==> src/core/pcu_pkg.sv <==
// Purpose: Shared constants and types for the position capture unit.
// Assumes: Register offsets are parameter addresses on the drive's parameter read port.
// Notes: Offsets are word addresses as seen by the fieldbus side, not byte addresses.
package pcu_pkg;
   localparam int PCU_POS_W = 32;
   localparam int PCU_CNT_W = 16;
   localparam int PCU_ADDR_W = 16;
   localparam int PCU_NUM_IN = 2;

   // Parameter addresses of the capture results.
   localparam logic [15:0] PCU_IN1_ONESHOT_POSITION = 16'h0a0c;
   localparam logic [15:0] PCU_IN2_ONESHOT_POSITION = 16'h0a0e;
   localparam logic [15:0] PCU_IN1_CONTINUOUS_COUNT = 16'h0a2e;
   localparam logic [15:0] PCU_IN1_CONTINUOUS_POSITION = 16'h0a30;
   localparam logic [15:0] PCU_IN2_CONTINUOUS_COUNT = 16'h0a32;
   localparam logic [15:0] PCU_IN2_CONTINUOUS_POSITION = 16'h0a34;
   localparam logic [15:0] PCU_IN1_RISING_POSITION = 16'h0a4a;
   localparam logic [15:0] PCU_IN1_FALLING_POSITION = 16'h0a4c;
   localparam logic [15:0] PCU_IN2_RISING_COUNT = 16'h0a5a;
   localparam logic [15:0] PCU_IN2_FALLING_COUNT = 16'h0a5c;

   // Reset values and the read value of unmapped words.
   localparam logic [31:0] PCU_POS_RST = 32'h0000_0000;
   localparam logic [15:0] PCU_CNT_RST = 16'h0000;
   localparam logic [31:0] PCU_RD_UNMAPPED = 32'h0000_0000;

   // One-time capture sequence, Gray coded along idle, armed, done.
   typedef enum logic [1:0] {
      PCU_SHOT_IDLE = 2'b00,
      PCU_SHOT_ARMED = 2'b01,
      PCU_SHOT_DONE = 2'b11
   } pcu_shot_t;

   // Edge events of one synchronised capture input.
   typedef struct packed {
      logic rise;
      logic fall;
      logic hit;
   } pcu_edge_t;

   // Parameter read request and answer.
   typedef struct packed {
      logic en;
      logic [15:0] addr;
   } pcu_rd_req_t;

   typedef struct packed {
      logic valid;
      logic [31:0] data;
   } pcu_rd_rsp_t;

   // Position reference redefinition (position setting or homing).
   typedef struct packed {
      logic stb;
      logic [31:0] delta;
   } pcu_rebase_t;
endpackage

==> src/core/pcu_position_capture_unit.sv <==
// Purpose: Position capture for two capture inputs of a motion drive.
// Assumes: Inputs synchronous to clk in timing but asynchronous in origin; two-flop sync used.
// Notes: All results are read only; the write port is accepted and ignored.
//        Edge positions follow every edge, armed or not; input 2 edge counters are cleared by arming and miss an edge in the arming cycle.
`timescale 1ns/1ps
module pcu_position_capture_unit #(
   parameter int POS_W = 32,
   parameter int CNT_W = 16
) (
   input wire logic clk,
   input wire logic rst_b,
   input wire logic [1:0] capIn,
   input wire logic [1:0] capArm,
   input wire logic [1:0] capEdgeRising,
   input wire logic signed [POS_W-1:0] actPosition,
   input wire pcu_pkg::pcu_rebase_t rebase,
   input wire pcu_pkg::pcu_rd_req_t rdReq,
   input wire logic wrEn,
   input wire logic [15:0] wrAddr,
   input wire logic [31:0] wrData,
   output pcu_pkg::pcu_rd_rsp_t rdRsp,
   output logic [1:0] oneShotDone
);
   import pcu_pkg::*;

   // Positions take part in the reference shift, so only the full width is served.
   if (POS_W != PCU_POS_W) begin : g_chk_pos
      $error("position width must be 32");
   end

   // Counts are zero extended into a 32-bit read word.
   if (CNT_W < 1 || CNT_W > PCU_CNT_W) begin : g_chk_cnt
      $error("counter width must be 1 to 16");
   end

   logic [1:0] syncA_q;
   logic [1:0] syncB_q;
   logic [1:0] prev_q;
   pcu_edge_t edges [PCU_NUM_IN];

   pcu_shot_t shot_q [PCU_NUM_IN];
   logic [POS_W-1:0] oneShotPos_q [PCU_NUM_IN];
   logic [POS_W-1:0] contLive_q [PCU_NUM_IN];
   logic [POS_W-1:0] contVis_q [PCU_NUM_IN];
   logic [CNT_W-1:0] contCnt_q [PCU_NUM_IN];
   logic [POS_W-1:0] in1RisePos_q;
   logic [POS_W-1:0] in1FallPos_q;
   logic [CNT_W-1:0] in2RiseCnt_q;
   logic [CNT_W-1:0] in2FallCnt_q;
   logic [1:0] contCntRead;
   logic [1:0] shotTake;
   logic [31:0] rdData_d;
   logic unusedWr;

   // The shift is modular, matching the wrap of a 32-bit position.
   function automatic logic [POS_W-1:0] toFrame(input logic [POS_W-1:0] p,
                                              input logic [31:0] d);
      toFrame = p + d[POS_W-1:0];
   endfunction

   // Counters wrap silently; a reader tracking events must allow for the wrap.
   function automatic logic [CNT_W-1:0] bump(input logic [CNT_W-1:0] c);
      bump = c + CNT_W'(1);
   endfunction

   function automatic logic [31:0] widen(input logic [CNT_W-1:0] c);
      widen = {{(32-CNT_W){1'b0}}, c};
   endfunction

   // Count reads are decoded on the full address so no alias can freeze a position.
   function automatic logic cntReadHit(input pcu_rd_req_t r, input logic [15:0] a);
      cntReadHit = r.en && (r.addr == a);
   endfunction

   // The first stage feeds only the second; edges are judged on later stages.
   always_ff @(posedge clk) begin
      if (!rst_b) begin
         syncA_q <= 2'h0;
         syncB_q <= 2'h0;
      end else begin
         syncA_q <= capIn;
         syncB_q <= syncA_q;
      end
   end

   // Clearing the history to the idle level keeps reset from faking an edge.
   always_ff @(posedge clk) begin
      if (!rst_b) begin
         prev_q <= 2'h0;
      end else begin
         prev_q <= syncB_q;
      end
   end

   // A change of the chosen edge applies at once, also to an edge already in flight.
   always_comb begin
      for (int i = 0; i < PCU_NUM_IN; i++) begin
         edges[i].rise = syncB_q[i] & ~prev_q[i];
         edges[i].fall = ~syncB_q[i] & prev_q[i];
         edges[i].hit = capEdgeRising[i] ? edges[i].rise : edges[i].fall;
      end
   end

   assign contCntRead[0] = cntReadHit(rdReq, PCU_IN1_CONTINUOUS_COUNT);
   assign contCntRead[1] = cntReadHit(rdReq, PCU_IN2_CONTINUOUS_COUNT);

   // One-time capture: the first event after arming wins and later ones are ignored.
   always_ff @(posedge clk) begin
      if (!rst_b) begin
         for (int i = 0; i < PCU_NUM_IN; i++) begin
            shot_q[i] <= PCU_SHOT_IDLE;
         end
      end else begin
         for (int i = 0; i < PCU_NUM_IN; i++) begin
            unique case (shot_q[i])
               PCU_SHOT_IDLE: begin
                  if (capArm[i]) begin
                     shot_q[i] <= PCU_SHOT_ARMED;
                  end
               end
               PCU_SHOT_ARMED: begin
                  if (shotTake[i]) begin
                     shot_q[i] <= PCU_SHOT_DONE;
                  end
               end
               PCU_SHOT_DONE: begin
                  if (capArm[i]) begin
                     shot_q[i] <= PCU_SHOT_ARMED;
                  end
               end
               // A code outside the sequence falls back to idle rather than guessing a run.
               default: shot_q[i] <= PCU_SHOT_IDLE;
            endcase
         end
      end
   end

   always_ff @(posedge clk) begin
      if (!rst_b) begin
         for (int i = 0; i < PCU_NUM_IN; i++) begin
            oneShotPos_q[i] <= PCU_POS_RST;
         end
      end else begin
         for (int i = 0; i < PCU_NUM_IN; i++) begin
            if (shotTake[i]) begin
               oneShotPos_q[i] <= actPosition;
            end else if (rebase.stb) begin
               oneShotPos_q[i] <= toFrame(oneShotPos_q[i], rebase.delta);
            end
         end
      end
   end

   always_comb begin
      for (int i = 0; i < PCU_NUM_IN; i++) begin
         shotTake[i] = (shot_q[i] == PCU_SHOT_ARMED) && edges[i].hit && !capArm[i];
         oneShotDone[i] = (shot_q[i] == PCU_SHOT_DONE);
      end
   end

   // Continuous capture keeps a live latch that is never visible directly.
   // The visible copy takes the live value only on a counter read, which keeps count and
   // position a consistent pair however fast captures arrive.
   always_ff @(posedge clk) begin
      if (!rst_b) begin
         for (int i = 0; i < PCU_NUM_IN; i++) begin
            contLive_q[i] <= PCU_POS_RST;
         end
      end else begin
         for (int i = 0; i < PCU_NUM_IN; i++) begin
            if (edges[i].hit) begin
               contLive_q[i] <= actPosition;
            end else if (rebase.stb) begin
               contLive_q[i] <= toFrame(contLive_q[i], rebase.delta);
            end
         end
      end
   end

   // A read that meets a reference shift returns the shifted live value.
   always_ff @(posedge clk) begin
      if (!rst_b) begin
         for (int i = 0; i < PCU_NUM_IN; i++) begin
            contVis_q[i] <= PCU_POS_RST;
         end
      end else begin
         for (int i = 0; i < PCU_NUM_IN; i++) begin
            if (contCntRead[i]) begin
               contVis_q[i] <= rebase.stb ? toFrame(contLive_q[i], rebase.delta)
                                          : contLive_q[i];
            end else if (rebase.stb) begin
               contVis_q[i] <= toFrame(contVis_q[i], rebase.delta);
            end
         end
      end
   end

   // Arming clears counters; a capture in the arming cycle is not counted in either run.
   always_ff @(posedge clk) begin
      if (!rst_b) begin
         for (int i = 0; i < PCU_NUM_IN; i++) begin
            contCnt_q[i] <= PCU_CNT_RST[CNT_W-1:0];
         end
      end else begin
         for (int i = 0; i < PCU_NUM_IN; i++) begin
            if (capArm[i]) begin
               contCnt_q[i] <= PCU_CNT_RST[CNT_W-1:0];
            end else if (edges[i].hit) begin
               contCnt_q[i] <= bump(contCnt_q[i]);
            end
         end
      end
   end

   // Input 2 edge counters see both edges whatever edge is chosen for capture.
   always_ff @(posedge clk) begin
      if (!rst_b) begin
         in2RiseCnt_q <= PCU_CNT_RST[CNT_W-1:0];
      end else if (capArm[1]) begin
         in2RiseCnt_q <= PCU_CNT_RST[CNT_W-1:0];
      end else if (edges[1].rise) begin
         in2RiseCnt_q <= bump(in2RiseCnt_q);
      end
   end

   always_ff @(posedge clk) begin
      if (!rst_b) begin
         in2FallCnt_q <= PCU_CNT_RST[CNT_W-1:0];
      end else if (capArm[1]) begin
         in2FallCnt_q <= PCU_CNT_RST[CNT_W-1:0];
      end else if (edges[1].fall) begin
         in2FallCnt_q <= bump(in2FallCnt_q);
      end
   end

   // Edge positions of input 1 follow every edge regardless of arming.
   always_ff @(posedge clk) begin
      if (!rst_b) begin
         in1RisePos_q <= PCU_POS_RST;
      end else if (edges[0].rise) begin
         in1RisePos_q <= actPosition;
      end else if (rebase.stb) begin
         in1RisePos_q <= toFrame(in1RisePos_q, rebase.delta);
      end
   end

   always_ff @(posedge clk) begin
      if (!rst_b) begin
         in1FallPos_q <= PCU_POS_RST;
      end else if (edges[0].fall) begin
         in1FallPos_q <= actPosition;
      end else if (rebase.stb) begin
         in1FallPos_q <= toFrame(in1FallPos_q, rebase.delta);
      end
   end

   // Unmapped words read as zero so a master probing the range sees no stale data.
   always_comb begin
      rdData_d = PCU_RD_UNMAPPED;
      unique case (rdReq.addr)
         PCU_IN1_ONESHOT_POSITION: rdData_d = oneShotPos_q[0];
         PCU_IN2_ONESHOT_POSITION: rdData_d = oneShotPos_q[1];
         PCU_IN1_CONTINUOUS_COUNT: rdData_d = widen(contCnt_q[0]);
         PCU_IN1_CONTINUOUS_POSITION: rdData_d = contVis_q[0];
         PCU_IN2_CONTINUOUS_COUNT: rdData_d = widen(contCnt_q[1]);
         PCU_IN2_CONTINUOUS_POSITION: rdData_d = contVis_q[1];
         PCU_IN1_RISING_POSITION: rdData_d = in1RisePos_q;
         PCU_IN1_FALLING_POSITION: rdData_d = in1FallPos_q;
         PCU_IN2_RISING_COUNT: rdData_d = widen(in2RiseCnt_q);
         PCU_IN2_FALLING_COUNT: rdData_d = widen(in2FallCnt_q);
         default: rdData_d = PCU_RD_UNMAPPED;
      endcase
   end

   // Data is zero outside a read so a late sampler cannot pick up a stale word.
   always_ff @(posedge clk) begin
      if (!rst_b) begin
         rdRsp <= '0;
      end else begin
         rdRsp.valid <= rdReq.en;
         rdRsp.data <= rdReq.en ? rdData_d : PCU_RD_UNMAPPED;
      end
   end

   // Nothing in this block is writable; the write port exists only so the
   // parameter channel can be wired uniformly and is deliberately dropped.
   assign unusedWr = wrEn & (|wrAddr) & (|wrData);
endmodule

==> config.mk <==
export PLATFORM = sky130hd
export DESIGN_NAME = pcu_position_capture_unit
export DESIGN_NICKNAME = d
export VERILOG_FILES = /design/src/core/pcu_pkg.sv /design/src/core/pcu_position_capture_unit.sv
export SDC_FILE = /design/constraint.sdc
export NUM_CORES = 1
export LEC_CHECK = 0
export BUFFER_PORTS_ARGS = -buffer_cell sky130_fd_sc_hd__buf_2
export CORE_MARGIN = 3
export CORE_UTILIZATION = 35
export DETAILED_ROUTE_END_ITERATION = 10
export SLEW_MARGIN = 20
export SYNTH_ARGS = -nofsm -noshare
export SYNTH_HDL_FRONTEND = slang
export SYNTH_SLANG_ARGS = --single-unit
==> constraint.sdc <==
create_clock -name clk -period 4.9 [get_ports clk]
set_input_delay 0.245 -clock clk [delete_from_list [all_inputs] [get_ports clk]]
set_output_delay 0.245 -clock clk [all_outputs]
set_load 0.05 [all_outputs]
==> results of run 1 <==
registers in the layout, indices dropped and copies added, names as in the netlist:
register      count
oneShotPos_q     64
contVis_q        64
contLive_q       64
syncA_q           2
in1RisePos_q     32
in2FallCnt_q     16
contCnt_q        32
in1FallPos_q     32
shot_q            4
rdRsp            33
prev_q            2
in2RiseCnt_q     16
syncB_q           2
kinds of logic after synthesis:
| group | after synthesis | share of synthesized area (%) |
|---|---|---|
| adder cells (fa/ha/maj) | 261 | 11.2 |
| AND/OR/NAND/NOR | 1002 | 15.8 |
| flip-flops | 363 | 32.2 |
| XOR/XNOR | 263 | 7.76 |
| buffers and inverters | 226 | 2.88 |
| AO/OA/AOI/OAI | 1136 | 25.1 |
| multiplexers | 140 | 5.06 |
placed cells by master (no fill, tap or decap), types with 65 or more instances in the layout:
master    instances
mux2_2           81
a211oi_1         74
nor2_1          286
a22oi_1          65
inv_1            69
buf_2           123
o21ai_0         207
nand2_1         307
nand3_1         118
xor2_1          134
a21oi_1         292
edfxtp_1        228
xnor2_1         129
dfxtp_1         135
a21o_1          128
ha_1            252
cell type report:
class                   instances  share of cell area (%)
flip-flops and latches        363                    28.8
diodes                         12                  0.0904
inverters                      71                   0.803
multi-input cells            2802                    58.3
clock inverters                19                   0.445
well taps                    1134                    4.27
repair buffers                181                    3.20
clock buffers                  66                    4.13
through the flow:
stage | hold WS [ns] | total power, mW | util [%] | area (sq um) | instances
3_3_place_gp | 0.417 | 7.75 | 37.7 | 31600 | 4548
6_report | 0.0348 | 11.3 | 39.6 | 33200 | 4648
5_1_grt | 0.0384 | 11.9 | 39.6 | 33200 | 4642
4_1_cts | 0.00506 | 11.3 | 39.6 | 33200 | 4636
2_1_floorplan | 0.372 | 6.80 | - | 29700 | 3391
3_5_place_dp | 0.426 | 7.77 | 37.7 | 31600 | 4548
critical path, cell delays in order, from the launching register on:
cell and delay [ns]:
edfxtp_1 0.40, ha_1 0.24, fa_1 0.43, a211oi_1 0.30, o21ai_0 0.24, a31oi_1 0.41, nand3_1 0.20, a31o_2 0.25
o41ai_1 0.24, buf_4 0.19, o221ai_1 0.10, a21oi_1 0.18, xor2_1 0.23, a221oi_1 0.12
per-layer routing:
layer	part of all wire, %	track usage (%)	up-vias	wire length (microns)
li1	-	-	12957	-
met1	44	30.6	12776	45400
met2	44	35.5	940	45900
met3	8.0	4.30	194	8280
met4	3.5	7.92	12	3600
met5	0.090	0	-	93
power breakdown:
part / internal [mW] / leakage [nW] / total [mW] / switching [mW]
Sequential: 3.63 / 3.61 / 3.87 / 0.244
Combinational: 1.63 / 9.42 / 3.94 / 2.30
Clock: 2.05 / 0.761 / 3.50 / 1.45
path summary, 6_finish.rpt:
check	from	endpoint	slack (ns)	cells after the start
hold reg to reg	syncA_q[1]	syncB_q[1]	0.44	1
setup / recovery	contLive_q[0][0]	contVis_q[0][30]	1.07	13
hold / removal	actPosition[1]	in1RisePos_q[1]	0.03	3
setup reg to reg	contLive_q[0][0]	contVis_q[0][30]	1.07	13
repair_timing:
item,4_1_cts,5_1_grt
setup endpoints to repair,0,0
setup buffers,0,0
hold buffers,3,0
endpoints found under the hold margin,3,0
==> results.md, run 1 <==
* Peak supply drop at ~0.28 mV
* First-pass GRT wire length at ~150000 microns
* Arr. time, crit path at 4.12 ns
* Root Driver: clkbuf_16
* Setup_tns at 0 ns
* Remaining DRCs at 0
* RSZ-0062 raised after global routing: false
* Final WS setup at approximately 1.1 ns
* Sequential area share after synthesis at 32.2%
* Critical path capture point type: flip-flop
* Leak at roughly 14 nW
* HPWL Detailed at roughly 80000 microns
* WL/cell at approximately 22 microns
* Ys flop type: edfxtp_1
* Core area at about 0.084 sq mm
* Fin nets at roughly 3900
* Initial antenna violation count at 18
* Filler instances at around 8600
* CTS Buf Count at 46
* Asr flop ratio synth at 0%
* Worst-Margin Slew at between 1 and 1.5 ns
* Synthesized flop and latch total at around 360
* Max cap viols at 0
* Layout cells sized above 1 at between 10% and 20%
* Vias in the first global route at 25606
* Startpoint class of the critical path: flip-flop
* Syn_area_per_cell at 8.76 sq um
* Final setup fails at 0
* Routed wire length at a little over 100000 microns
* Chip height at a little under 300 microns
* Ys Warns at 0
* Mapped cell area at just under 0.03 sq mm
* I/O pin count at 174
* GRT overflow at 0
* CP Class: reg -> reg
* Most common cell in the netlist: nand2_1
* Setup WS pre-CTS at between 0.8 and 0.9 ns
* Initial DRC count at roughly 2200
* Worst-Skew Late Latency at 0.59 ns
* Max H-tree Level at 2
* Vias at between 20000 and 30000
* Post-synth top area cell: edfxtp_1
* CTS resizes at 0
* Worst-path clk slew at around 0.060 ns
* Hold crit path type: in -> reg
* Run status: finished clean
* Total GRT Usage at around 22%
* Number of synthesized flops with an enable pin at 228
* Fmax at around 260 MHz
* IO Port Bufs at roughly 120
* Synth cell count leaders: 307 x nand2_1, 294 x a21oi_1, 289 x nor2_1
* Detailed Routing Iterations Pass 1 at 7
* Pin count of the biggest net entering global routing at 55
* CTS Sinks at around 360
* WP data required at around 5.2 ns
* CP max FO at 3
* Syn nets at roughly 3800
* Final hold violations at 0
* Row count at 106
* FF+latch area at around 0.0095 sq mm
* Period utilization at about four fifths
* Layout area overhead at 11.8%
* Final critical delay including setup and external delays at 3.83 ns
* Slew Viols, Final at 0
* Starting Density at 35.4%
* Vias/cell at 5.78
* Die width at about 300 microns
* GP Congestion at slightly above 0.9
* Power Density at about 340 mW/mm^2
* Multi-input logic area at ~0.019 sq mm
* Die area at 0.0884 sq mm
* Antenna Nets Post-Route at 0
* Skew final at about 0.021 ns
* Largest cells by area after synthesis: edfxtp_1 23%, ha_1 11%, dfxtp_1 9.1%
* Unique cell type count in the Yosys netlist at 100
* Max clock buf depth at 3
* Slew headroom at ~28%
* CTS tree: yes
* Synth top area share at roughly 23%
* Syn Inst Count at between 3000 and 4000
No activity file was read; power rests on OpenSTA's default activity.
==> inputs of run 2 (changes only) <==
==> constraint.sdc (replaced) <==
create_clock -name clk -period 3.9 [get_ports clk]
set_input_delay 0.195 -clock clk [delete_from_list [all_inputs] [get_ports clk]]
set_output_delay 0.195 -clock clk [all_outputs]
set_load 0.05 [all_outputs]
==> results.md, run 2 (synthesized netlist as in run 1, its figures left out) <==
* CP max FO at 4
* WP data required at roughly 4.2 ns
* WL/cell at approximately 22 microns
* CTS Buf Count at 46
* Worst-Skew Late Latency at approximately 0.59 ns
* Period utilization at 94.3%
* CP delay by family, top: compound AO/OA/AOI/OAI gates
* Vias/cell at 5.82
* Commonest non-fill, non-tap cell in the layout: nand2_1
* Max clock buf depth at 3
* Setup_tns at 0 ns
* Final setup fails at 0
* Leak at about 14 nW
* Max cap viols at 0
* CTS tree: yes
* Row count at about 110
* Top flop regs: contLive_q: 64 flops, contVis_q: 64 flops, oneShotPos_q: 64 flops
* Hold EP: in1FallPos_q[26]
* Hold crit path type: in -> reg
* FF+latch area at about 0.0095 sq mm
* Arr. time, crit path at about 4 ns
* Die width at about 300 microns
* Worst r2r dst: contVis_q[0][26]
* R2R depth at 13
* Fmax at roughly 270 MHz
* Antenna Nets Post-Route at 0
* Cell at the slowest stage of the critical path: o41ai_1
* Chip height at about 300 microns
* Starting Density at between 30% and 40%
* Core area at between 0.08 and 0.09 sq mm
* Filler instances at around 8500
* IO Port Bufs at 124
* Worst path most repeated cell: a21oi_1
* Startpoint class of the critical path: flip-flop
* Fin Hold WS at 0.0392 ns
* RSZ-0062 raised after global routing: false
* Slew headroom at approximately 28%
* Initial antenna violation count at 13
* GRT overflow at 0
* Flop-to-flop setup slack at ~0.22 ns
* Slew Viols, Final at 0
* GP Congestion at 0.931
* Most frequent cells in the layout: 307 x nand2_1, 292 x a21oi_1, 286 x nor2_1
* Vias at ~27000
* Critical path capture point type: flip-flop
* Worst-Margin Slew at about 1.1 ns
* Vias in the first global route at roughly 25000
* I/O pin count at approximately 170
* Total GRT Usage at between 20% and 30%
* Root Driver: clkbuf_16
* Remaining DRCs at 0
* Layout area overhead at 13.5%
* Run status: finished clean
* Peak supply drop at about 0.24 mV
* Hold Path Stages at 3
* HPWL Detailed at approximately 80000 microns
* Final critical delay including setup and external delays at between 3 and 4 ns
* Final hold violations at 0
* Skew final at just over 0.02 ns
* Power Density at between 400 and 500 mW/mm^2
* First-pass GRT wire length at roughly 150000 microns
* Routed wire length at ~100000 microns
* HP Start: actPosition[26]
* CP max stage delay at around 0.83 ns
* CTS Sinks at around 360
* Die area at just under 0.09 sq mm
* Worst-path cell chain: ha_1 -> inv_1 -> fa_1 -> nand2b_1 -> a21oi_1 -> o21ai_0 -> a31oi_1 -> o41ai_1 -> a21oi_1 -> nor4_1 -> o21bai_1 -> xnor2_1 -> a21oi_1
* Max H-tree Level at 2
* CP Class: reg -> reg
* Worst-path clk slew at about 0.06 ns
* Layout cells sized above 1 at between 10% and 20%
* Multi-input logic area at just under 0.02 sq mm
* Pin count of the biggest net entering global routing at 62
* Initial DRC count at between 2000 and 3000
* Critical path buffers and inverters at 1
* R2r startpoint: contVis_q[0][0]
* Detailed Routing Iterations Pass 1 at 10
* Fin nets at 3911
run 2: changes by cell type in the layout (fill, tap and decap cells not counted), moves of 3 or more:
cell           previous run  this run
clkinv_2                 11         5
buf_4                    54        84
clkbuf_8                  6        15
clkbuf_16                50        53
inv_4                     2         5
dlygate4sd3_1             3        19
clkbuf_1                 10         3
diode_2                  12         8
run 2: worst max path at each step:
| stage | from | endpoint | slack (ns) | cells past startpoint |
|---|---|---|---|---|
| finish | contVis_q[0][0] | contVis_q[0][26] | 0.22 | 13 |
| global route | contLive_q[0][0] | contLive_q[0][30] | 0.02 | 13 |
| CTS | contLive_q[0][0] | contLive_q[0][30] | 0.02 | 13 |
| detailed placement | contLive_q[0][0] | contVis_q[0][30] | 0.09 | 13 |
| global placement | contLive_q[0][0] | contVis_q[0][30] | 0.12 | 13 |
| floorplan | contLive_q[0][0] | contVis_q[0][30] | 0.64 | 12 |
run 2: area by class of cell:
| type | count | share of cell area [%] |
|---|---|---|
| Multi-Input combinational cell | 2802 | 57.4 |
| Sequential cell | 363 | 28.3 |
| Clock buffer | 71 | 4.58 |
| Timing Repair Buffer | 228 | 4.35 |
| Tap cell | 1134 | 4.21 |
| Inverter | 71 | 0.790 |
| Clock inverter | 14 | 0.256 |
| Antenna cell | 8 | 0.0594 |
run 2: power breakdown:
| group | switching, mW | internal (mW) |
|---|---|---|
| clock network | 1.85 | 2.73 |
| registers | 0.328 | 4.56 |
| logic | 2.92 | 2.10 |
| total | 5.09 | 9.39 |
run 2: repair_timing:
action,in CTS,in global routing
endpoints found under the setup margin,0,6
setup buffers,0,1
hold buffers,19,0
gates resized for setup,0,2
hold endpoints to repair,25,0
run 2: layer usage:
| metal | part of all wire, % | global-route usage (%) |
|---|---|---|
| met1 | 44 | 30.8 |
| met2 | 44 | 35.7 |
| met3 | 8.6 | 4.61 |
| met4 | 3.2 | 6.95 |
| met5 | 0.039 | 0 |
run 2: worst reg2reg max path, cell delays in order, from the launching register on:
cell	delay (ns)
edfxtp_1	0.41
ha_1	0.21
inv_1	0.07
fa_1	0.17
nand2b_1	0.16
a21oi_1	0.11
o21ai_0	0.28
a31oi_1	0.23
o41ai_1	0.84
a21oi_1	0.21
nor4_1	0.32
o21bai_1	0.14
xnor2_1	0.17
a21oi_1	0.09
run 2: stage by stage:
stage / utilization [%] / setup slack (ns) / area, sq um / instances / power (mW)
6_report: 40.2 / 0.221 / 33700 / 4691 / 14.5
5_1_grt: 40.2 / 0.0226 / 33700 / 4685 / 15.2
4_1_cts: 40.2 / 0.0227 / 33700 / 4682 / 14.5
3_5_place_dp: 38.0 / 0.0868 / 31900 / 4578 / 9.84
3_3_place_gp: 38.0 / 0.124 / 31900 / 4578 / 9.81
2_1_floorplan: - / 0.637 / 29700 / 3391 / 8.54
